## config.mk

```make
export PLATFORM = sky130hd
export DESIGN_NAME = pin_function_mapping_port
export DESIGN_NICKNAME = d
export VERILOG_FILES = /design/src/port_e_pkg.sv /design/src/pin_sync3.sv /design/src/pin_function_mapping_port.sv
export VERILOG_INCLUDE_DIRS = /design/src /design/src/src
export SDC_FILE = /design/constraint.sdc
export NUM_CORES = 1
export LEC_CHECK = 0
export BUFFER_PORTS_ARGS = -buffer_cell sky130_fd_sc_hd__buf_2
export CAP_MARGIN = 20
export CORE_MARGIN = 2
export CORE_UTILIZATION = 45
export CTS_BUF_LIST = sky130_fd_sc_hd__clkbuf_4 sky130_fd_sc_hd__clkbuf_8
export CTS_CLUSTER_DIAMETER = 40
export DETAILED_ROUTE_END_ITERATION = 8
export GPL_TIMING_DRIVEN = 0
export PLACE_DENSITY = 0.72
export SETUP_SLACK_MARGIN = 0.15
export SLEW_MARGIN = 40
export SYNTH_ARGS = -nofsm -noshare
export SYNTH_HDL_FRONTEND = slang
export SYNTH_SLANG_ARGS = --single-unit
```

## constraint.sdc

```tcl
create_clock -name core_clk_in -period 3.15 [get_ports core_clk_in]
set_input_delay 0.4725 -clock core_clk_in [delete_from_list [all_inputs] [get_ports core_clk_in]]
set_output_delay 0.4725 -clock core_clk_in [all_outputs]
set_load 0.03 [all_outputs]
```

## src/port_e_regs.svh

```systemverilog
// Purpose: offsets, reset values and widths of the port e register set
// Assumes: 16-bit registers, word index addressing on the plain register port
// Notes: included by its bare name
`ifndef PORT_E_REGS_SVH
`define PORT_E_REGS_SVH

`define PORT_WIDTH 16
`define ADDR_WIDTH 4
`define NUM_OUT_FUNCS 4
`define FSEL_WIDTH 3

// ------------------------------------------------------------
// register offsets
// ------------------------------------------------------------
`define OFF_DIRECTION 4'h0
`define OFF_PIN_LEVEL 4'h1
`define OFF_OUTPUT_LATCH 4'h2
`define OFF_OPEN_DRAIN 4'h3
`define OFF_CHANGE_NOTIFY 4'h4
`define OFF_PULL_UP 4'h5
`define OFF_PULL_DOWN 4'h6
`define OFF_ANALOG_SELECT 4'h7
`define OFF_OUT_MAP_LO 4'h8
`define OFF_OUT_MAP_HI 4'h9
`define OFF_CHANGE_STATUS 4'ha

// ------------------------------------------------------------
// reset values
// ------------------------------------------------------------
`define RST_DIRECTION 16'hffff
`define RST_ZERO 16'h0000
`define ANALOG_CAPABLE 16'h0000
`define RST_ANALOG_SELECT `ANALOG_CAPABLE

`endif

```

## src/port_e_pkg.sv

```systemverilog
// Purpose: types shared by the port e pin mapping logic
// Assumes: constants come from port_e_regs.svh
// Notes: none
`include "port_e_regs.svh"

package port_e_pkg;
  typedef logic [`PORT_WIDTH-1:0] port_word_type;
  // per-pin remappable output selection: 0 none, 1..4 function index
  typedef logic [`FSEL_WIDTH-1:0] func_sel_type;
endpackage

```

## src/pin_sync3.sv

```systemverilog
// Purpose: three-stage synchroniser with agreement filter for one pin group
// Assumes: inputs asynchronous to core_clk_in
// Notes: first stage is read only by the second
`timescale 1ns/1ps

module pin_sync3 #(
  parameter int WIDTH = 16
) (
  input wire logic core_clk_in,
  input wire logic rst_in,
  input wire logic [WIDTH-1:0] async_in,
  output logic [WIDTH-1:0] level_out
);
  typedef struct packed {
    logic [WIDTH-1:0] s1;
    logic [WIDTH-1:0] s2;
    logic [WIDTH-1:0] s3;
    logic [WIDTH-1:0] lvl;
  } sync_state_type;

  sync_state_type st_q;
  sync_state_type st_d;

  // shift chain; level moves only where stages two and three agree
  always_comb begin
    st_d = st_q;
    st_d.s1 = async_in;
    st_d.s2 = st_q.s1;
    st_d.s3 = st_q.s2;
    st_d.lvl = (st_q.s2 & st_q.s3) | (st_q.lvl & (st_q.s2 | st_q.s3));
  end

  always_ff @(posedge core_clk_in) begin
    if (rst_in) begin
      st_q <= '0;
    end else begin
      st_q <= st_d;
    end
  end

  assign level_out = st_q.lvl;
endmodule // pin_sync3

```

## src/pin_function_mapping_port.sv

```systemverilog
// Purpose: port e control registers and per-pin output/input arbitration
// Assumes: dedicated peripherals present enables and data per pin
// Notes: remappable outputs are routed by per-pin selection registers on pins 0 to 7 only
//
// Overview of operation
// - each pin is driven by at most one output function at a time
// - one remappable output may be routed to several pins together
// - dedicated output beats any remappable output on the same pin
// - pins with dedicated digital function still feed remappable inputs
// - analog selection disables every digital input path of the pin
// - analog pins may still drive one digital output
// - any number of remappable inputs may watch the same pin
// - direction bits govern only the general-purpose output buffer
// - active peripheral outputs drive the pin whatever direction says
// - direction bits never touch the digital input buffer
// - analog-capable pins come up analog after every reset
// - digital input buffer is held off while analog is selected
// - only analog-select bits gate the digital input buffer
// - unimplemented analog-select bits and unmapped words read back as zero
`timescale 1ns/1ps
`include "port_e_regs.svh"

module pin_function_mapping_port
  import port_e_pkg::*;
(
  input wire logic core_clk_in,
  input wire logic rst_in,
  // register port
  input wire logic [`ADDR_WIDTH-1:0] reg_addr_in,
  input wire logic [`PORT_WIDTH-1:0] reg_wdata_in,
  input wire logic reg_write_in,
  input wire logic reg_read_in,
  output logic [`PORT_WIDTH-1:0] reg_rdata_out,
  // dedicated peripheral functions, one bit per pin
  input wire logic [`PORT_WIDTH-1:0] ded_out_en_in,
  input wire logic [`PORT_WIDTH-1:0] ded_out_data_in,
  // remappable output function sources
  input wire logic [`NUM_OUT_FUNCS-1:0] remap_out_data_in,
  // pins
  input wire logic [`PORT_WIDTH-1:0] pin_in,
  output logic [`PORT_WIDTH-1:0] pin_out,
  output logic [`PORT_WIDTH-1:0] pin_oe_out,
  output logic [`PORT_WIDTH-1:0] pull_up_out,
  output logic [`PORT_WIDTH-1:0] pull_down_out,
  // digital input seen by remappable and dedicated inputs
  output logic [`PORT_WIDTH-1:0] pin_digital_out,
  output logic change_notify_out
);

  // ------------------------------------------------------------
  // state
  // ------------------------------------------------------------
  typedef struct packed {
    port_word_type dir;
    port_word_type latch;
    port_word_type odc;
    port_word_type cn_en;
    port_word_type pu;
    port_word_type pd;
    port_word_type ansel;
    logic [2*`PORT_WIDTH*2-1:0] map_raw;
    port_word_type cn_stat;
    port_word_type prev_in;
    port_word_type rdata;
    port_word_type pin_o;
    port_word_type pin_oe;
    port_word_type pu_o;
    port_word_type pd_o;
    port_word_type dig;
    logic cn_o;
  } port_state_type;

  port_state_type st_q;
  port_state_type st_d;
  port_word_type pin_sync;

  // pins are asynchronous: three stages with agreement before use
  pin_sync3 #(
    .WIDTH(`PORT_WIDTH)
  ) u_pin_sync (
    .core_clk_in(core_clk_in),
    .rst_in(rst_in),
    .async_in(pin_in),
    .level_out(pin_sync)
  );

  // per-pin remappable selection: four bits per pin over two words
  function automatic func_sel_type pin_sel(input logic [2*`PORT_WIDTH*2-1:0] raw,
                                           input int idx);
    logic [3:0] nib;
    nib = raw[idx*4 +: 4];
    pin_sel = nib[`FSEL_WIDTH-1:0];
  endfunction

  // ------------------------------------------------------------
  // next state
  // ------------------------------------------------------------
  always_comb begin
    func_sel_type sel;
    port_word_type dig_in;
    port_word_type changed;
    st_d = st_q;
    sel = '0;
    dig_in = '0;
    changed = '0;

    // register writes; analog bits exist only on analog-capable pins
    if (reg_write_in) begin
      case (reg_addr_in)
        `OFF_DIRECTION: st_d.dir = reg_wdata_in;
        `OFF_OUTPUT_LATCH: st_d.latch = reg_wdata_in;
        `OFF_PIN_LEVEL: st_d.latch = reg_wdata_in; // writes land in the latch
        `OFF_OPEN_DRAIN: st_d.odc = reg_wdata_in;
        `OFF_CHANGE_NOTIFY: st_d.cn_en = reg_wdata_in;
        `OFF_PULL_UP: st_d.pu = reg_wdata_in;
        `OFF_PULL_DOWN: st_d.pd = reg_wdata_in;
        `OFF_ANALOG_SELECT: st_d.ansel = reg_wdata_in & `ANALOG_CAPABLE;
        `OFF_OUT_MAP_LO: st_d.map_raw[`PORT_WIDTH-1:0] = reg_wdata_in;
        `OFF_OUT_MAP_HI: st_d.map_raw[2*`PORT_WIDTH-1:`PORT_WIDTH] = reg_wdata_in;
        default: ;
      endcase
    end

    // digital input buffer gated by analog select alone, never direction
    dig_in = pin_sync & ~st_q.ansel;
    // same word fans out to every remappable and dedicated input
    st_d.dig = dig_in;

    // change notification: set wins over a clearing write
    changed = (dig_in ^ st_q.prev_in) & st_q.cn_en;
    st_d.prev_in = dig_in;
    if (reg_write_in && reg_addr_in == `OFF_CHANGE_STATUS) begin
      st_d.cn_stat = st_q.cn_stat & ~reg_wdata_in;
    end
    st_d.cn_stat = st_d.cn_stat | changed;
    st_d.cn_o = |st_d.cn_stat;

    // output arbitration per pin: one driver, dedicated first
    for (int i = 0; i < `PORT_WIDTH; i++) begin
      sel = (i < 8) ? pin_sel(st_q.map_raw, i) : '0;
      if (ded_out_en_in[i]) begin
        st_d.pin_o[i] = ded_out_data_in[i];
        st_d.pin_oe[i] = 1'b1;
      end else if (sel != '0 && sel <= `NUM_OUT_FUNCS) begin
        st_d.pin_o[i] = remap_out_data_in[sel-1];
        st_d.pin_oe[i] = 1'b1;
      end else begin
        st_d.pin_o[i] = st_q.latch[i];
        st_d.pin_oe[i] = ~st_q.dir[i];
      end
      // open drain: release instead of driving high
      if (st_q.odc[i] && st_d.pin_o[i]) begin
        st_d.pin_oe[i] = 1'b0;
      end
    end
    st_d.pu_o = st_q.pu;
    st_d.pd_o = st_q.pd;

    // read data one cycle after the strobe, zero otherwise
    st_d.rdata = '0;
    if (reg_read_in) begin
      case (reg_addr_in)
        `OFF_DIRECTION: st_d.rdata = st_q.dir;
        `OFF_PIN_LEVEL: st_d.rdata = dig_in;
        `OFF_OUTPUT_LATCH: st_d.rdata = st_q.latch;
        `OFF_OPEN_DRAIN: st_d.rdata = st_q.odc;
        `OFF_CHANGE_NOTIFY: st_d.rdata = st_q.cn_en;
        `OFF_PULL_UP: st_d.rdata = st_q.pu;
        `OFF_PULL_DOWN: st_d.rdata = st_q.pd;
        `OFF_ANALOG_SELECT: st_d.rdata = st_q.ansel & `ANALOG_CAPABLE;
        `OFF_OUT_MAP_LO: st_d.rdata = st_q.map_raw[`PORT_WIDTH-1:0];
        `OFF_OUT_MAP_HI: st_d.rdata = st_q.map_raw[2*`PORT_WIDTH-1:`PORT_WIDTH];
        `OFF_CHANGE_STATUS: st_d.rdata = st_q.cn_stat;
        default: st_d.rdata = '0;
      endcase
    end
  end

  // ------------------------------------------------------------
  // registers
  // ------------------------------------------------------------
  always_ff @(posedge core_clk_in) begin
    if (rst_in) begin
      st_q <= '0;
      st_q.dir <= `RST_DIRECTION;
      st_q.ansel <= `RST_ANALOG_SELECT;
    end else begin
      st_q <= st_d;
    end
  end

  assign reg_rdata_out = st_q.rdata;
  assign pin_out = st_q.pin_o;
  assign pin_oe_out = st_q.pin_oe;
  assign pull_up_out = st_q.pu_o;
  assign pull_down_out = st_q.pd_o;
  assign pin_digital_out = st_q.dig;
  assign change_notify_out = st_q.cn_o;
endmodule // pin_function_mapping_port

```

Word-level counts from Yosys, hierarchy flattened
Cells that the tools add are included.
- bits in writable memories: 0
- memories kept: 0
- latch bits: 0
- input bits: 76
- word-level logic and storage cells: 221
- memory bits (read-only): 0
- bits in registers: 305
- muxes and demuxes: 66
- bitwise logic cells: 26
- $lt $le $gt $ge: 16
- reduce and logical (&&, ||, !) cells: 61
- div/mod/pow operators: 0
- $add $sub $neg: 8
- equal/unequal tests: 9
- multipliers: 0
- shift operators: 0
- operators by type and width (kind ; count):
    less-than comparator 32 x 3 -> 1 bit, second input constant ; 8
    one-hot mux 16 bit (10 select lines) ; 1
    bitwise AND 16 bit ; 4
    two-way mux 1 bit ; 56
    OR 16 bit ; 3
    OR reduction 2 bit ; 18
    subtractor 3 x 1 -> 4 bit, second input constant ; 8
    logical AND 1 bit ; 25
    less-or-equal comparator 3 bit, second input constant ; 8
    nonzero test 3 bit ; 8
    NOT 1 bit ; 17
    binary-select mux 1 bit (select 2 bit) ; 8
    two-way mux 16 bit ; 1
    NOT 16 bit ; 1
    AND reduction 2 bit ; 8
    OR reduction 16 bit ; 1
    XOR 16 bit ; 1
    == test 4 x 3 -> 1 bit, second input constant ; 3
    == test 4 bit, second input constant ; 3
    == test 4 x 2 -> 1 bit, second input constant ; 2
    == test 4 x 1 -> 1 bit, second input constant ; 1
    zero test 4 bit ; 1

Logic depth before layout (Yosys ltp)
- word-level depth: 7
- gate-level depth with buffers: 8
- mapped depth without buffers: 6

By module
Synthesis repeated with hierarchy kept, for this count alone.
- cells, all modules: 1356
- area total of the unflattened synthesis: 12658.4 µm²
- modules (own cells, without submodules) (module ; cells an instance ; area an instance (µm²) ; instances):
    pin_function_mapping_port ; 1173 ; 10487.6 ; 1
    pin_sync3 ; 183 ; 2170.8 ; 1

Worst setup path after synthesis
OpenSTA, ideal clock, no wires.
- path kind: in2reg
- start point: input reg_addr_in[2]
- end point: register st_q (netlist bit change_notify_out)
- data arrival time: 1631 ps
- cell stages on the path: 7
- setup time: 139 ps
- required time: 3011 ps
- path slack: 1380 ps
- path through: buf_4 > nor4bb_4 > buf_6 > a22oi_1 > nand3b_4 > nor4_2 > a41oi_1
- longest elaborated chain between the ends: 5
- RTL lines (element ; line ; text):
    start, declared ; pin_function_mapping_port.sv:29 ; input wire logic [`ADDR_WIDTH-1:0] reg_addr_in,
    == test 4 bit ; n/a ;
    logical AND 1 bit (no line) ; n/a ;
    two-way mux 16 bit ; pin_function_mapping_port.sv:132 ; if (reg_write_in && reg_addr_in == `OFF_CHANGE_STATUS) begin
    OR 16 bit ; pin_function_mapping_port.sv:135 ; st_d.cn_stat = st_d.cn_stat | changed;
    OR reduction 16 bit ; pin_function_mapping_port.sv:136 ; st_d.cn_o = |st_d.cn_stat;
    end signal, assigned ; pin_function_mapping_port.sv:188 ; st_q <= st_d;
    end, declared ; pin_function_mapping_port.sv:73 ; port_state_type st_q;
Every way passes these cells.
A chain may end at the register's enable or synchronous reset.

Worst setup path in the final report
- start point: input reg_write_in
- end point: register st_q (netlist bit st_d[47])
- longest elaborated chain between the ends: 1
- RTL lines (element ; line ; text):
    start, declared ; pin_function_mapping_port.sv:31 ; input wire logic reg_write_in,
    AND reduction 2 bit (no line) ; n/a ;
Every way passes these cells.

==> metrics.yaml <==
outcome: "completed"
clockBufferDepth: 3
hold_violations: 0
path_cells: "buf_2, buf_2, buf_2, buf_2, clkbuf_1, nand3_1, a21oi_1"
setup_viol: 0
seq_area_frac_synth: 0.487
cp.required_ps: 3640
syn_area_per_cell_um2: 9.32
drt-initial-drc-count: 945
yosys_warnings: 0
die_height_um: 171
clock_latency_ps: 580
vias: 10600
grt_max_degree: 13
htreeDepth: 2
fillCellCount: 2535
diodes: 0
regMostFlops: "st_q"
grt_pass1_wl_um: 59000
cpMaxStageDelayCell: "clkbuf_1"
critPathLaunchType: "input port"
firstDrtPassIters: 6
grt_util_met3: 0.0576
rsz0062_at_grt: "no"
slew_violations: 0
crit_family: "buffers and inverters"
post-place-cells: 1874
path_clk_slew_ps: 60
synth_edf_count: 0
p_switching_mw: 1.99
yosysTopAreaCell: "dfxtp_1"
p_leak_nw: 6.12
cts_tree: "yes"
postCtsHoldBufs: 0
fin_setup_tns_ps: 0
viasPerCell: 5.43
place.gp.congestion: 1.02
finClkSkew_ps: 16.4
final_common_cell: "dfxtp_1"
post_cts_buffers: 0
synthCells: 1345
grt.overflow.total: 0
drt-total-wl_um: 40000
criticalPathCategory: "in -> reg"
synth_ff_type: "dfxtp_1"
post-synth-top-area-fraction: 0.487
dpl.hpwl_um: 29800
syn2layout_area_growth_pct: 18.4
syn_area_mm2: 0.0125
die_area_mm2: 0.0292
core_area_mm2: 0.0276
synthArstFlopShare: 0
hold_class: "in -> reg"
cp.arrival_ps: 2410
final_cell_mix: "dfxtp_1, nand2_1, buf_2, a21oi_1, nor2b_1"
cp-end-kind: "flop"
fin_crit_ps: 1920
yosys-top-cells-area: "dfxtp_1, nor2b_1, buf_4"
fmax_ghz: 0.520
p_seq_frac: 0.480
die_w_um: 171
cts_resized: 0
synthDistinctLibCells: 46
min_period_over_period: 0.610
power.internal_mw: 6.30
antenna_found_initial: 0
power_density_mw_per_mm2: 559
grt_pass1_vias: 9604
switching_share: 0.240
path_common_cell: "buf_2"
crit_path_max_incr_delay_ps: 580
layout.nets: 1633
p_comb_frac: 0.069
remaining_drc_errors: 0
start_util: 0.453
syn-num-nets: 1429
largest_reg_flops: 112
drive_above_1_share: 0.252
synth_seq_cells: 305
numPortBuffers: 151
grt_usage: 0.272
clockPowerShare: 0.450
numCtsBuffers: 51
boundaryPins: 173
routedWlPerCell_um: 20.4
instances_no_fill: 1958
cap_violations: 0
crit_buf_inv: 5
global_route.usage.met2: 0.407
use_met1: 0.375
path_max_fanout: 10
max-slew-margin-rel: 0.446
numClockSinks: 305
ant_nets: 0
worstMarginPinSlew_ps: 832
ir_drop_mv: 0.409
rows: 61
clock-root-buffer: "clkbuf_8"
grt.busiest_layer: "met2"
-- metrics by stage --
step / hold slack [ps] / area, um2 / power (mW) / utilization / setup WS (ps)
floorplan: 414 / 12500 / 4.42 / - / 1380
global placement: 416 / 13800 / 4.63 / 0.498 / 774
detailed placement: 420 / 13800 / 4.63 / 0.498 / 760
CTS: 91.1 / 14800 / 8.32 / 0.537 / 1350
global route: 114 / 14800 / 8.55 / 0.537 / 1160
finish: 109 / 14800 / 8.30 / 0.537 / 1230
-- worst reg2reg max path, delay by kind of cell, from the launching register on --
kind | cells | cell delay, ps
multiplexers | 2 | 420
adder cells (fa/ha/maj) | 1 | 300
AO/OA/AOI/OAI | 2 | 390
buffers and inverters | 1 | 90
flip-flops | 1 | 490
-- per-layer routing --
layer / wire [um] / vias up
li1: - / 4954
met1: 16900 / 4974
met2: 17100 / 601
met3: 4080 / 100
met4: 1950 / 0
met5: 0 / -
-- cell usage after synthesis, types with 17 or more instances --
library cell	count
mux2i_1	32
buf_4	108
a22o_1	32
a21oi_1	137
clkbuf_1	54
dfxtp_1	305
nor2b_1	130
o21ai_0	28
and3_1	17
nand2_1	179
nand3_1	70
a221oi_1	32
buf_2	24
nor2_1	29
a22oi_1	20
-- cells by family (layout without fill, tap and decap cells) --
family,Yosys count,count (layout),synth area share
and+or+nand+nor,462,462,0.194
DFF,305,305,0.487
AOI/OAI and AO/OA,295,295,0.151
buffers and inverters,211,446,0.103
muxes,40,40,0.0399
xor gates and xnor gates,24,24,0.0168
adders and majority gates,8,8,0.00799
-- worst paths after layout --
path,startpoint,end,slack [ps],cells past startpoint
worst max register to register,st_q[129]$_SDFFE_PP0P_,pin_oe_out[0]$_SDFF_PP0_,1380,6
worst min register to register,u_pin_sync.st_d[32]$_SDFF_PP0_,u_pin_sync.st_d[16]$_SDFF_PP0_,430,1
worst max-delay path,reg_write_in,st_d[47]$_SDFFE_PP0P_,1230,7
worst min-delay path,pin_in[2],u_pin_sync.st_d[34]$_SDFF_PP0_,110,2
-- power groups by stage --
stage                     logic [mW]  registers [mW]  clock network, mW
after global placement         0.560            4.07                  0
after CTS                      0.569            3.98               3.76
after detailed placement       0.568            4.07                  0
after floorplan                0.373            4.05                  0
final                          0.576            3.99               3.73
after global routing           0.614            3.99               3.95
-- area by class of cell --
type                    instances  area (um2)  area share
well taps                     378         473      0.0319
plain buffers                 195        1230      0.0827
multi-input cells             829        5140       0.346
clock buffers                  71         902      0.0608
inverters                      16        60.1     0.00405
repair buffers                151         756      0.0509
clock inverters                13         174      0.0117
flip-flops and latches        305        6110       0.412
No activity file was read; power rests on OpenSTA's default activity.
